**config.mk**
```make
export PLATFORM = sky130hd
export DESIGN_NAME = reset_state_and_ram_backup_ctrl
export DESIGN_NICKNAME = d
export VERILOG_FILES = /design/src/verilog/_unused_placeholder_removed.sv /design/src/verilog/rst_ctrl_pkg.sv /design/src/verilog/pin_sync.sv /design/src/verilog/reset_state_and_ram_backup_ctrl.sv
export SDC_FILE = /design/constraint.sdc
export NUM_CORES = 1
export LEC_CHECK = 0
export ABC_AREA = 1
export BUFFER_PORTS_ARGS = -buffer_cell sky130_fd_sc_hd__buf_2
export CORE_ASPECT_RATIO = 1.75
export CORE_MARGIN = 4
export CORE_UTILIZATION = 45
export DETAILED_ROUTE_END_ITERATION = 8
export PLACE_DENSITY = 0.74
export SLEW_MARGIN = 20
export SYNTH_ARGS = -nofsm -noshare
export SYNTH_HDL_FRONTEND = slang
export SYNTH_HIERARCHICAL = 1
export SYNTH_SLANG_ARGS = --single-unit
```
**constraint.sdc**
```tcl
create_clock -name clk -period 3.15 [get_ports clk]
set_input_delay 0.4725 -clock clk [delete_from_list [all_inputs] [get_ports clk]]
set_output_delay 0.4725 -clock clk [all_outputs]
set_load 0.005 [all_outputs]
```
**src/verilog/_unused_placeholder_removed.sv**
```systemverilog
// Intentionally empty compilation unit
`timescale 1ns/1ps
`default_nettype none
`default_nettype wire

```
**src/verilog/rst_ctrl_pkg.sv**
```systemverilog
// Constants, encodings and reset values for the reset and RAM back-up controller
package rst_ctrl_pkg;

    // ==========================================================
    // Widths
    localparam int unsigned PAGE_W   = 6;
    localparam int unsigned ADDR_W   = 7;
    localparam int unsigned NIB_W    = 4;
    localparam int unsigned SER_W    = 5;
    localparam int unsigned OP_W     = 3;
    localparam int unsigned SEL_W    = 3;
    localparam int unsigned FLAG_N   = 8;
    localparam int unsigned PIN_N    = 4;

    // ==========================================================
    // Start vector after any reset or wakeup
    localparam logic [PAGE_W-1:0] START_PAGE = 6'h00;
    localparam logic [ADDR_W-1:0] START_ADDR = 7'h00;

    // ==========================================================
    // Instruction codes seen on the decode port
    localparam logic [OP_W-1:0] OP_OTHER       = 3'h0;
    localparam logic [OP_W-1:0] OP_ARM         = 3'h1;
    localparam logic [OP_W-1:0] OP_POWERDOWN   = 3'h2;
    localparam logic [OP_W-1:0] OP_SW_RESET    = 3'h3;
    localparam logic [OP_W-1:0] OP_WRITE_REG   = 3'h4;
    localparam logic [OP_W-1:0] OP_IRQ_ENABLE  = 3'h5;
    localparam logic [OP_W-1:0] OP_IRQ_DISABLE = 3'h6;
    localparam logic [OP_W-1:0] OP_CLEAR_FLAG  = 3'h7;

    // ==========================================================
    // Register selects for OP_WRITE_REG
    localparam logic [SEL_W-1:0] SEL_IRQ_EN_A = 3'h0;
    localparam logic [SEL_W-1:0] SEL_IRQ_EN_B = 3'h1;
    localparam logic [SEL_W-1:0] SEL_EXT_A    = 3'h2;
    localparam logic [SEL_W-1:0] SEL_EXT_B    = 3'h3;
    localparam logic [SEL_W-1:0] SEL_TIMER6   = 3'h4;
    localparam logic [SEL_W-1:0] SEL_CLKDIV   = 3'h5;
    localparam logic [SEL_W-1:0] SEL_OSCSTOP  = 3'h6;
    localparam logic [SEL_W-1:0] SEL_SERIAL   = 3'h7;

    // ==========================================================
    // Flag vector bit positions
    localparam int unsigned FLG_EXT_A  = 0;
    localparam int unsigned FLG_EXT_B  = 1;
    localparam int unsigned FLG_TMR1   = 2;
    localparam int unsigned FLG_TMR2   = 3;
    localparam int unsigned FLG_TMR3   = 4;
    localparam int unsigned FLG_TMR4   = 5;
    localparam int unsigned FLG_WDOG_A = 6;
    localparam int unsigned FLG_WDOG_B = 7;

    // ==========================================================
    // Reset values
    localparam logic [NIB_W-1:0]  RST_IRQ_EN  = 4'h0;
    localparam logic [NIB_W-1:0]  RST_EXT     = 4'h0;
    localparam logic [NIB_W-1:0]  RST_TIMER6  = 4'h0;
    localparam logic [NIB_W-1:0]  RST_CLKDIV  = 4'hF;
    localparam logic              RST_OSCSTOP = 1'h0;
    localparam logic [SER_W-1:0]  RST_SERIAL  = 5'h00;
    localparam logic [FLAG_N-1:0] RST_FLAGS   = 8'h00;
    localparam logic              RST_GIE     = 1'h0;
    localparam logic              RST_WDOG_EN = 1'h1;
    localparam logic              BFLAG_COLD  = 1'h0;
    localparam logic              BFLAG_WARM  = 1'h1;

    // Synchroniser reset: reset pin idles high, the rest idle low
    localparam logic [PIN_N-1:0]  SYNC_RST    = 4'h1;
    localparam int unsigned PIN_RESET_N = 0;
    localparam int unsigned PIN_DET_EN  = 1;
    localparam int unsigned PIN_SUPPLY  = 2;
    localparam int unsigned PIN_WAKE    = 3;

    // Operating state
    typedef enum logic { ST_RUN, ST_BACKUP } mode_t;

endpackage : rst_ctrl_pkg

```
**src/verilog/pin_sync.sv**
```systemverilog
// Two-flop synchroniser for a group of asynchronous pin levels
`timescale 1ns/1ps
`default_nettype none

module pin_sync #(
    parameter int unsigned       W       = 1,
    parameter logic [W-1:0]      RST_VAL = '0
) (
    input  wire logic            clk,
    input  wire logic            rst,
    input  wire logic [W-1:0]    async_in,
    output logic      [W-1:0]    sync_out
);

    logic [W-1:0] meta_q;
    logic [W-1:0] meta_d;
    logic [W-1:0] sync_q;
    logic [W-1:0] sync_d;

    // ==========================================================
    // Next values: first stage only feeds the second
    always_comb
    begin
        meta_d = async_in;
        sync_d = meta_q;
    end

    // Registered stages, idle level under reset
    always_ff @(posedge clk)
    begin
        if (rst)
        begin
            meta_q <= RST_VAL;
            sync_q <= RST_VAL;
        end
        else
        begin
            meta_q <= meta_d;
            sync_q <= sync_d;
        end
    end

    assign sync_out = sync_q;

endmodule : pin_sync

`default_nettype wire

```
**src/verilog/reset_state_and_ram_backup_ctrl.sv**
```systemverilog
// Reset state, voltage drop reset and RAM back-up control for a 4-bit core
`timescale 1ns/1ps
`default_nettype none

// Functional notes
// - Every reset restarts execution at address 0 of page 0.
// - No instruction write lands on reset values through the release; flag_set can still set flags then.
// - Reset clears the global interrupt enable.
// - Reset clears the back-up flag and both external request flags.
// - Reset zeroes both interrupt source enable registers.
// - Reset zeroes both external interrupt control registers.
// - Reset clears the four timer request flags.
// - Reset clears both watchdog status flags.
// - Reset sets the watchdog enable flag.
// - Reset zeroes the sixth timer control register.
// - Reset sets all four clock divider control bits.
// - Reset clears the oscillator stop bit, oscillator keeps running.
// - Reset zeroes the serial mode register.
// - Shift, result and comparator registers get no defined reset value.
// - Enabled detector seeing low supply forces a system reset.
// - Detector enable pin alone gates the detector, running or backed up.
// - Back-up entered only when power-down directly follows the arming instruction.
// - Power-down without arming right before acts as a no-operation.
// - Back-up stops the oscillator, keeps RAM and keeps reset logic alive.
// - Wakeup from back-up restarts at 0 with back-up flag set.
// - Pin, watchdog, detector and software resets are cold, flag cleared.
module reset_state_and_ram_backup_ctrl (
    input  wire logic                                  clk,
    input  wire logic                                  rst,
    input  wire logic                                  reset_pin_n,
    input  wire logic                                  detector_enable_pin,
    input  wire logic                                  supply_low,
    input  wire logic                                  wakeup,
    input  wire logic                                  watchdog_timeout,
    input  wire logic                                  instr_valid,
    input  wire logic [rst_ctrl_pkg::OP_W-1:0]         instr_op,
    input  wire logic [rst_ctrl_pkg::SEL_W-1:0]        reg_sel,
    input  wire logic [rst_ctrl_pkg::SER_W-1:0]        reg_wdata,
    input  wire logic [rst_ctrl_pkg::FLAG_N-1:0]       flag_set,
    output logic                                       core_hold,
    output logic                                       pc_load,
    output logic [rst_ctrl_pkg::PAGE_W-1:0]            start_page,
    output logic [rst_ctrl_pkg::ADDR_W-1:0]            start_addr,
    output logic                                       backup_mode,
    output logic                                       osc_halt,
    output logic                                       backup_flag,
    output logic                                       global_irq_enable,
    output logic                                       ext_irq_req_a,
    output logic                                       ext_irq_req_b,
    output logic                                       timer_one_irq_req,
    output logic                                       timer_two_irq_req,
    output logic                                       timer_three_irq_req,
    output logic                                       timer_four_irq_req,
    output logic                                       watchdog_status_a,
    output logic                                       watchdog_status_b,
    output logic                                       watchdog_enable_flag,
    output logic [rst_ctrl_pkg::NIB_W-1:0]             irq_source_enable_a,
    output logic [rst_ctrl_pkg::NIB_W-1:0]             irq_source_enable_b,
    output logic [rst_ctrl_pkg::NIB_W-1:0]             ext_irq_ctrl_a,
    output logic [rst_ctrl_pkg::NIB_W-1:0]             ext_irq_ctrl_b,
    output logic [rst_ctrl_pkg::NIB_W-1:0]             timer_ctrl_six,
    output logic [rst_ctrl_pkg::NIB_W-1:0]             clock_divider_ctrl,
    output logic                                       oscillator_stop_ctrl,
    output logic [rst_ctrl_pkg::SER_W-1:0]             serial_mode_ctrl
);

    // ==========================================================
    // Pin synchronisers
    logic [rst_ctrl_pkg::PIN_N-1:0] pins_async;
    logic [rst_ctrl_pkg::PIN_N-1:0] pins_sync;

    assign pins_async[rst_ctrl_pkg::PIN_RESET_N] = reset_pin_n;
    assign pins_async[rst_ctrl_pkg::PIN_DET_EN]  = detector_enable_pin;
    assign pins_async[rst_ctrl_pkg::PIN_SUPPLY]  = supply_low;
    assign pins_async[rst_ctrl_pkg::PIN_WAKE]    = wakeup;

    pin_sync #(
        .W       (rst_ctrl_pkg::PIN_N),
        .RST_VAL (rst_ctrl_pkg::SYNC_RST)
    ) u_pin_sync (
        .clk      (clk),
        .rst      (rst),
        .async_in (pins_async),
        .sync_out (pins_sync)
    );

    // ==========================================================
    // State
    rst_ctrl_pkg::mode_t                       mode_q;
    rst_ctrl_pkg::mode_t                       mode_d;
    logic                                      hold_q;
    logic                                      hold_d;
    logic                                      load_q;
    logic                                      load_d;
    logic                                      armed_q;
    logic                                      armed_d;
    logic                                      bflag_q;
    logic                                      bflag_d;
    logic                                      gie_q;
    logic                                      gie_d;
    logic                                      wden_q;
    logic                                      wden_d;
    logic [rst_ctrl_pkg::FLAG_N-1:0]           flags_q;
    logic [rst_ctrl_pkg::FLAG_N-1:0]           flags_d;
    logic [rst_ctrl_pkg::NIB_W-1:0]            ien_a_q;
    logic [rst_ctrl_pkg::NIB_W-1:0]            ien_a_d;
    logic [rst_ctrl_pkg::NIB_W-1:0]            ien_b_q;
    logic [rst_ctrl_pkg::NIB_W-1:0]            ien_b_d;
    logic [rst_ctrl_pkg::NIB_W-1:0]            ext_a_q;
    logic [rst_ctrl_pkg::NIB_W-1:0]            ext_a_d;
    logic [rst_ctrl_pkg::NIB_W-1:0]            ext_b_q;
    logic [rst_ctrl_pkg::NIB_W-1:0]            ext_b_d;
    logic [rst_ctrl_pkg::NIB_W-1:0]            tmr6_q;
    logic [rst_ctrl_pkg::NIB_W-1:0]            tmr6_d;
    logic [rst_ctrl_pkg::NIB_W-1:0]            clkdiv_q;
    logic [rst_ctrl_pkg::NIB_W-1:0]            clkdiv_d;
    logic                                      oscstop_q;
    logic                                      oscstop_d;
    logic [rst_ctrl_pkg::SER_W-1:0]            serial_q;
    logic [rst_ctrl_pkg::SER_W-1:0]            serial_d;

    // ==========================================================
    // Reset sources and instruction qualifiers
    logic det_reset;
    logic pin_reset;
    logic sw_reset;
    logic cold;
    logic warm;
    logic exec;
    logic [rst_ctrl_pkg::FLAG_N-1:0] clr_mask;

    // Detector gated by the enable pin only, in any mode
    assign det_reset = pins_sync[rst_ctrl_pkg::PIN_DET_EN] & pins_sync[rst_ctrl_pkg::PIN_SUPPLY];
    assign pin_reset = ~pins_sync[rst_ctrl_pkg::PIN_RESET_N];
    // Core executes only when released and awake, so no instruction lands during release
    assign exec      = instr_valid & ~hold_q & (mode_q == rst_ctrl_pkg::ST_RUN);
    assign sw_reset  = exec & (instr_op == rst_ctrl_pkg::OP_SW_RESET);
    assign cold      = pin_reset | det_reset | watchdog_timeout | sw_reset;
    assign warm      = (mode_q == rst_ctrl_pkg::ST_BACKUP) & pins_sync[rst_ctrl_pkg::PIN_WAKE] & ~cold;

    // Flag clear decode; a set in the same cycle wins
    always_comb
    begin
        clr_mask = '0;
        if (exec && instr_op == rst_ctrl_pkg::OP_CLEAR_FLAG)
        begin
            clr_mask[reg_wdata[rst_ctrl_pkg::SEL_W-1:0]] = 1'b1;
        end
    end

    // ==========================================================
    // Sequencing: hold, start pulse, arming and back-up entry
    always_comb
    begin
        mode_d  = mode_q;
        armed_d = armed_q;
        bflag_d = bflag_q;
        // Core held through any reset and through back-up until wakeup
        hold_d  = cold | ((mode_q == rst_ctrl_pkg::ST_BACKUP) & ~warm);
        load_d  = hold_q & ~hold_d;
        case (mode_q)
            rst_ctrl_pkg::ST_RUN:
            begin
                if (cold)
                begin
                    armed_d = 1'b0;
                    bflag_d = rst_ctrl_pkg::BFLAG_COLD;
                end
                else if (exec)
                begin
                    if (instr_op == rst_ctrl_pkg::OP_POWERDOWN && armed_q)
                    begin
                        mode_d  = rst_ctrl_pkg::ST_BACKUP;
                        armed_d = 1'b0;
                    end
                    else
                    begin
                        // Unarmed power-down falls through as a no-operation
                        armed_d = (instr_op == rst_ctrl_pkg::OP_ARM);
                    end
                end
            end
            rst_ctrl_pkg::ST_BACKUP:
            begin
                // Reset logic stays live while the oscillator is halted
                if (cold)
                begin
                    mode_d  = rst_ctrl_pkg::ST_RUN;
                    bflag_d = rst_ctrl_pkg::BFLAG_COLD;
                end
                else if (warm)
                begin
                    mode_d  = rst_ctrl_pkg::ST_RUN;
                    bflag_d = rst_ctrl_pkg::BFLAG_WARM;
                end
            end
            default:
            begin
                mode_d = rst_ctrl_pkg::ST_RUN;
            end
        endcase
    end

    always_ff @(posedge clk)
    begin
        if (rst)
        begin
            mode_q  <= rst_ctrl_pkg::ST_RUN;
            hold_q  <= 1'b1;
            load_q  <= 1'b0;
            armed_q <= 1'b0;
            bflag_q <= rst_ctrl_pkg::BFLAG_COLD;
        end
        else
        begin
            mode_q  <= mode_d;
            hold_q  <= hold_d;
            load_q  <= load_d;
            armed_q <= armed_d;
            bflag_q <= bflag_d;
        end
    end

    // ==========================================================
    // Control registers and request flags
    // A warm start reinitialises only what back-up does not retain
    always_comb
    begin
        gie_d     = gie_q;
        wden_d    = wden_q;
        flags_d   = (flags_q & ~clr_mask) | flag_set;
        ien_a_d   = ien_a_q;
        ien_b_d   = ien_b_q;
        ext_a_d   = ext_a_q;
        ext_b_d   = ext_b_q;
        tmr6_d    = tmr6_q;
        clkdiv_d  = clkdiv_q;
        oscstop_d = oscstop_q;
        serial_d  = serial_q;
        if (cold)
        begin
            gie_d     = rst_ctrl_pkg::RST_GIE;
            wden_d    = rst_ctrl_pkg::RST_WDOG_EN;
            flags_d   = rst_ctrl_pkg::RST_FLAGS;
            ien_a_d   = rst_ctrl_pkg::RST_IRQ_EN;
            ien_b_d   = rst_ctrl_pkg::RST_IRQ_EN;
            ext_a_d   = rst_ctrl_pkg::RST_EXT;
            ext_b_d   = rst_ctrl_pkg::RST_EXT;
            tmr6_d    = rst_ctrl_pkg::RST_TIMER6;
            clkdiv_d  = rst_ctrl_pkg::RST_CLKDIV;
            oscstop_d = rst_ctrl_pkg::RST_OSCSTOP;
            serial_d  = rst_ctrl_pkg::RST_SERIAL;
        end
        else if (warm)
        begin
            gie_d    = rst_ctrl_pkg::RST_GIE;
            wden_d   = rst_ctrl_pkg::RST_WDOG_EN;
            flags_d  = rst_ctrl_pkg::RST_FLAGS;
            ien_a_d  = rst_ctrl_pkg::RST_IRQ_EN;
            ien_b_d  = rst_ctrl_pkg::RST_IRQ_EN;
            clkdiv_d = rst_ctrl_pkg::RST_CLKDIV;
        end
        else if (exec)
        begin
            case (instr_op)
                rst_ctrl_pkg::OP_IRQ_ENABLE:  gie_d = 1'b1;
                rst_ctrl_pkg::OP_IRQ_DISABLE: gie_d = 1'b0;
                rst_ctrl_pkg::OP_WRITE_REG:
                begin
                    case (reg_sel)
                        rst_ctrl_pkg::SEL_IRQ_EN_A: ien_a_d   = reg_wdata[rst_ctrl_pkg::NIB_W-1:0];
                        rst_ctrl_pkg::SEL_IRQ_EN_B: ien_b_d   = reg_wdata[rst_ctrl_pkg::NIB_W-1:0];
                        rst_ctrl_pkg::SEL_EXT_A:    ext_a_d   = reg_wdata[rst_ctrl_pkg::NIB_W-1:0];
                        rst_ctrl_pkg::SEL_EXT_B:    ext_b_d   = reg_wdata[rst_ctrl_pkg::NIB_W-1:0];
                        rst_ctrl_pkg::SEL_TIMER6:   tmr6_d    = reg_wdata[rst_ctrl_pkg::NIB_W-1:0];
                        rst_ctrl_pkg::SEL_CLKDIV:   clkdiv_d  = reg_wdata[rst_ctrl_pkg::NIB_W-1:0];
                        rst_ctrl_pkg::SEL_OSCSTOP:  oscstop_d = reg_wdata[0];
                        rst_ctrl_pkg::SEL_SERIAL:   serial_d  = reg_wdata;
                        default:                    serial_d  = serial_q;
                    endcase
                end
                default:
                begin
                    gie_d = gie_q;
                end
            endcase
        end
    end

    // Power-on values match the cold-start values
    always_ff @(posedge clk)
    begin
        if (rst)
        begin
            gie_q     <= rst_ctrl_pkg::RST_GIE;
            wden_q    <= rst_ctrl_pkg::RST_WDOG_EN;
            flags_q   <= rst_ctrl_pkg::RST_FLAGS;
            ien_a_q   <= rst_ctrl_pkg::RST_IRQ_EN;
            ien_b_q   <= rst_ctrl_pkg::RST_IRQ_EN;
            ext_a_q   <= rst_ctrl_pkg::RST_EXT;
            ext_b_q   <= rst_ctrl_pkg::RST_EXT;
            tmr6_q    <= rst_ctrl_pkg::RST_TIMER6;
            clkdiv_q  <= rst_ctrl_pkg::RST_CLKDIV;
            oscstop_q <= rst_ctrl_pkg::RST_OSCSTOP;
            serial_q  <= rst_ctrl_pkg::RST_SERIAL;
        end
        else
        begin
            gie_q     <= gie_d;
            wden_q    <= wden_d;
            flags_q   <= flags_d;
            ien_a_q   <= ien_a_d;
            ien_b_q   <= ien_b_d;
            ext_a_q   <= ext_a_d;
            ext_b_q   <= ext_b_d;
            tmr6_q    <= tmr6_d;
            clkdiv_q  <= clkdiv_d;
            oscstop_q <= oscstop_d;
            serial_q  <= serial_d;
        end
    end

    // ==========================================================
    // Outputs, all from flops except the constant start vector
    assign core_hold            = hold_q;
    assign pc_load              = load_q;
    assign start_page           = rst_ctrl_pkg::START_PAGE;
    assign start_addr           = rst_ctrl_pkg::START_ADDR;
    assign backup_mode          = (mode_q == rst_ctrl_pkg::ST_BACKUP);
    assign osc_halt             = (mode_q == rst_ctrl_pkg::ST_BACKUP);
    assign backup_flag          = bflag_q;
    assign global_irq_enable    = gie_q;
    assign ext_irq_req_a        = flags_q[rst_ctrl_pkg::FLG_EXT_A];
    assign ext_irq_req_b        = flags_q[rst_ctrl_pkg::FLG_EXT_B];
    assign timer_one_irq_req    = flags_q[rst_ctrl_pkg::FLG_TMR1];
    assign timer_two_irq_req    = flags_q[rst_ctrl_pkg::FLG_TMR2];
    assign timer_three_irq_req  = flags_q[rst_ctrl_pkg::FLG_TMR3];
    assign timer_four_irq_req   = flags_q[rst_ctrl_pkg::FLG_TMR4];
    assign watchdog_status_a    = flags_q[rst_ctrl_pkg::FLG_WDOG_A];
    assign watchdog_status_b    = flags_q[rst_ctrl_pkg::FLG_WDOG_B];
    assign watchdog_enable_flag = wden_q;
    assign irq_source_enable_a  = ien_a_q;
    assign irq_source_enable_b  = ien_b_q;
    assign ext_irq_ctrl_a       = ext_a_q;
    assign ext_irq_ctrl_b       = ext_b_q;
    assign timer_ctrl_six       = tmr6_q;
    assign clock_divider_ctrl   = clkdiv_q;
    assign oscillator_stop_ctrl = oscstop_q;
    assign serial_mode_ctrl     = serial_q;

endmodule : reset_state_and_ram_backup_ctrl

`default_nettype wire

```
==> results of run 1 <==
[critical path: stages (launching register included)]
cell	delay (ns)
dfxtp_1	0.32
inv_1	0.08
nand2_1	0.09
nor2_2	0.08
buf_4	0.29
nand2_2	0.13
nand3_1	0.54
o21ai_0	0.19
[metal layers]
layer  vias up  share of wire [%]  track usage [%]  wire [microns]
met5         -                  0                0               0
met4         0                2.4            6.845             123
met3         9                6.5            3.599             339
met2        70                 54            30.91            2794
met1       971                 37            16.47            1926
li1       1097                  -                -               -
[power groups by stage]
| stage | Combinational [W] | Clock [W] | Sequential, W |
|---|---|---|---|
| 2_1_floorplan | 0.0000752 | 0 | 0.000689 |
| 3_3_place_gp | 0.0000989 | 0 | 0.000688 |
| 3_5_place_dp | 0.000101 | 0 | 0.000688 |
| 4_1_cts | 0.000101 | 0.000475 | 0.000673 |
| 5_1_grt | 0.000116 | 0.000494 | 0.000674 |
| 6_report | 0.000101 | 0.000462 | 0.000673 |
[logic make-up after synthesis]
logic type / share of synthesized area (%)
AND/OR/NAND/NOR: 32.52
AO/OA/AOI/OAI: 8.496
flip-flops: 45.02
other: 0.3248
buffers and inverters: 13.64
[synth_stat cells (all sizes together)]
master,number,area (sq um)
a21oi,36,191.4
buf,24,172.7
conb,2,7.510
dfxtp,52,1041
inv,38,142.6
nand2,73,276.5
nand3,45,242.7
nand4,4,40.04
nor2,32,162.7
nor3,6,30.03
o21ai,1,5.000
[worst paths after layout]
path	slack, ns	cells after the start	to	startpoint
worst max-delay path	1.29	7	armed_q$_SDFFE_PP0P_	core_hold$_SDFF_PP1_
worst min-delay path	0.34	3	u_pin_sync/meta_q[0]$_SDFF_PP1_	reset_pin_n
worst max register to register	1.29	7	armed_q$_SDFFE_PP0P_	core_hold$_SDFF_PP1_
worst min register to register	0.40	2	u_pin_sync/sync_out[3]$_SDFF_PP0_	u_pin_sync/meta_q[3]$_SDFF_PP0_
[area by class of cell]
cell class                      instances  area share, %
Clock inverter                          3          1.699
Tap cell                               54          2.479
Timing Repair Buffer                   71          13.13
Sequential cell                        52          38.20
Clock buffer                            5          2.525
Multi-Input combinational cell        211          36.73
Inverter                               38          5.234
[per-stage QoR]
stage / hold WS [ns] / instances
finish: 0.3426 / 434
global route: 0.3510 / 434
CTS: 0.3352 / 434
detailed placement: 0.3940 / 426
global placement: 0.3884 / 426
floorplan: 0.3865 / 325
==> run metrics, run 1 <==
Logic pwr share=8.2%; First DRT Iteration DRCs=45; CTS Buf Count=5; most frequent cells in the layout=nand2_1, buf_2, dfxtp_1; area of the multi-input gates=between 0.001 and 0.0015 sq mm; clock share of power=37.4%; max cap viols=0; Static Leak=1.278 nW; post_cts resized=0; number of cell rows=34; Port Buffers=70; Cell Int Power=0.0009401 W; Syn Area/Cell=7.387 sq um; ANT nets after route=0; switching part of the total=23.95%; postcts setup bufs=0; WL per Instance=11.94 microns; worst path arrival time=2.03 ns; share of the clock period used by the worst path=58.99%; Required @ worst endpoint=between 3 and 4 ns; total gr overflow=0; DP Worst Slack=1.107 ns; Die X-Extent=around 62 microns; number of fill cells in the layout=514; initial antenna violation count=0; synth warn=6; vias in the first global route=1987; CTS max path bufs=2; Worst setup SP type=register; sequential share of power=between 50% and 60%; CTS tree=yes; worst-path fanout max=30; drt via density=4.947; Reg with most FFs=flags_q; FMAX=about 0.54 GHz; flop and latch count out of synthesis=52; final setup vio count=0; status=complete, no violations; slew margin rel.=50.62%; CTS root buffer=clkbuf_8; design area=~0.0027 sq mm; Slew @ Worst Pin=0.7386 ns; Yosys cell types=21; share of layout cells above drive strength 1=24.74%; largest net degree at the start of global routing=31; Clock transition at path regs=0.10 ns; final slew viol count=0; Detailed Route WL=5184 microns; Top Ports=between 80 and 90; Gate Count Post-Synth=313; NetSw=roughly 0.0003 W; # DRC=0; Fin. Hold Viols=0; RSZ-0062 raised after global routing=false; TNS Setup=0 ns; Sink Count=52; CP endpoint kind=register; Post-DP HPWL=4040 microns; max FFs per register=8; post-synthesis sequential area ratio=around 45%; post-place instance area=between 0.002 and 0.003 sq mm; GPL Wtd Cong=just under 0.8; PD cells=453.6 mW/mm^2; Pre-antenna DRT Iters=4; FF/Latch Area=0.001041 sq mm; Max IR drop VDD=409.0 uV; total power=0.001236 W; Hold WC Path Type=in -> reg; Initial Util=46.46%; Finished Core Util=54.75%; Die ar.=about 0.0064 sq mm; Final Skew=0.01146 ns; Mapped Area=0.002312 sq mm; n_diodes=0; H-Tree Depth=2; Core Footprint=0.004977 sq mm; first-pass GRT wire length=8459 microns; post-layout min period=1.858 ns; area grow syn2layout=17.86%; Tot GR Track Use=16.11%; Final WS setup=1.292 ns; via count=2147; Worst-Skew Late Latency=0.31 ns; fin nets=406; worst setup path category=reg -> reg; cts hold-fix bufs=0; most common cell after layout, fill and taps aside=nand2_1; Die H=102.8 microns
No activity file was read; power rests on OpenSTA's default activity.
==> run 2: changes to the inputs <==
- CORE_UTILIZATION: 45 -> 44
- PLACE_DENSITY: 0.74 -> 0.75
- clock period: 3.15 -> 1.62 ns (I/O delays scaled with it)
==> run metrics, run 2 (synthesis results as in run 1) <==
status=complete, no violations (unchanged); worst path arrival time=1.61 ns (was 2.03 ns); worst-path fanout max=6 (was 30); cell count along the critical path=6 (was 7); H-Tree Depth=2 (unchanged); RSZ-0062 raised after global routing=false (unchanged); area grow syn2layout=21.05% (was 17.86%); final hold slack=0.1175 ns (was 0.3426 ns); Finished Core Util=55.76% (was 54.75%); number of fill cells in the layout=503 (was 514); initial antenna violation count=0 (unchanged); WP buf/inv=1 (was 2); number of cell rows=34 (unchanged); CP Cell Sequence=inv_1, nand3_1, nor2_1, nand2_1, nand2_1, a21oi_2 (was inv_1, nand2_1, nor2_2, buf_4, nand2_2, nand3_1, o21ai_0); Sink Count=52 (unchanged); worst setup path category=reg -> reg (unchanged); max FFs per register=8 (unchanged); Pre-antenna DRT Iters=4 (unchanged); total gr overflow=0 (unchanged); GPL Wtd Cong=0.8197 (was 0.7696); Port Buffers=70 (unchanged); WL per Instance=11.93 microns (was 11.94 microns); Top Ports=85 (unchanged); most common cell after layout, fill and taps aside=nand2_1 (unchanged); Max IR drop VDD=645.0 uV (was 409.0 uV); Worst-Skew Late Latency=0.31 ns (about the same); worst hold stages=3 (unchanged); drt via density=4.862 (was 4.947); Post-DP HPWL=3983 microns (was 4040 microns); TNS Setup=0 ns (unchanged); FMAX=0.7045 GHz (was 0.5382 GHz); n_diodes=0 (unchanged); postcts setup bufs=0 (unchanged); CP endpoint kind=register (unchanged); Final Skew=0.01341 ns (was 0.01146 ns); Required @ worst endpoint=1.81 ns (was 3.32 ns); Top delay family on crit path=simple AND/OR/NAND/NOR gates (unchanged); Reg with most FFs=flags_q (unchanged); Clock transition at path regs=0.10 ns (about the same); max cap viols=0 (unchanged); via count=2120 (was 2147); Die X-Extent=62.80 microns (was 62.19 microns); FF/Latch Area=0.001041 sq mm (unchanged); Die ar.=0.006525 sq mm (was 0.006394 sq mm); slowest CP cell=dfxtp_1 (was nand3_1); share of layout cells above drive strength 1=25.39% (was 24.74%); CTS max path bufs=2 (unchanged); Hold WC Path Type=in -> reg (unchanged); Fin. Hold Viols=0 (unchanged); PD cells=967.4 mW/mm^2 (was 453.6 mW/mm^2); Core Footprint=0.005020 sq mm (was 0.004977 sq mm); Post-Place Cells=428 (was 426); R2R cell count=6 (was 7); Detailed Route WL=5202 microns (was 5184 microns); most frequent cells in the layout=nand2_1, buf_2, dfxtp_1 (unchanged); Most Frequent Cell on Critical Path=nand2_1; CTS root buffer=clkbuf_8 (unchanged); largest net degree at the start of global routing=24 (was 31); # DRC=0 (unchanged); First DRT Iteration DRCs=64 (was 45); Finished Layout Cells=436 (was 434); Die H=103.9 microns (was 102.8 microns); Static Leak=1.317 nW (was 1.278 nW); area of the multi-input gates=0.001003 sq mm (was 0.001001 sq mm); Worst setup SP type=register (unchanged); ANT nets after route=0 (unchanged); Tot GR Track Use=16.02% (was 16.11%); final setup vio count=0 (unchanged); Initial Util=46.06% (was 46.46%); post-layout min period=1.419 ns (was 1.858 ns); CTS Buf Count=5 (unchanged); vias in the first global route=1921 (was 1987); share of the clock period used by the worst path=87.61% (was 58.99%); slowest stage delay, CP=0.38 ns (was 0.54 ns); final slew viol count=0 (unchanged); CTS tree=yes (unchanged); first-pass GRT wire length=8493 microns (was 8459 microns); fin nets=408 (was 406)
run 2: where the power goes:
group	internal, W	switching [W]	total (W)
sequential	0.00130	0.00000889	0.00131
combinational	0.0000690	0.000137	0.000206
clock	0.000772	0.000421	0.00119
run 2: timing repair:
item,in CTS,in global routing
resized for setup,0,1
endpoints found under the setup margin,0,4
hold buffers,0,0
run 2: final timing paths:
kind / startpoint / endpoint / slack (ns)
max reg2reg: backup_mode$_SDFF_PP0_ / flags_q[2]$_SDFF_PP0_ / 0.20
max: backup_mode$_SDFF_PP0_ / flags_q[2]$_SDFF_PP0_ / 0.20
min reg2reg: u_pin_sync/meta_q[3]$_SDFF_PP0_ / u_pin_sync/sync_out[3]$_SDFF_PP0_ / 0.41
min: reset_pin_n / u_pin_sync/meta_q[0]$_SDFF_PP1_ / 0.12
run 2: layout make-up:
type | count | share of cell area (%)
Tap cell | 54 | 2.414
Multi-Input combinational cell | 211 | 35.85
Clock buffer | 5 | 2.459
Clock inverter | 3 | 3.219
Sequential cell | 52 | 37.19
Inverter | 38 | 5.096
Timing Repair Buffer | 73 | 13.77
run 2: through the flow:
stage | cell area [sq um] | setup WS (ns) | total power [W]
3_5_place_dp | 2638 | 0.2112 | 0.001543
3_3_place_gp | 2638 | 0.2216 | 0.001539
2_1_floorplan | 2357 | 0.4326 | 0.001485
6_report | 2799 | 0.2006 | 0.002708
5_1_grt | 2799 | 0.01743 | 0.002804
4_1_cts | 2796 | 0.1585 | 0.002736
run 2: worst min-delay path: cells and delay by family:
family        cells  cell delay [ns]
simple gates      1             0.04
buf+inv           2             0.10
run 2: layer usage:
layer  wire, microns  global-route usage (%)
met5               0                       0
met2            2691                   29.03
met4             104                   7.267
met3             367                   4.108
met1            2039                   17.02
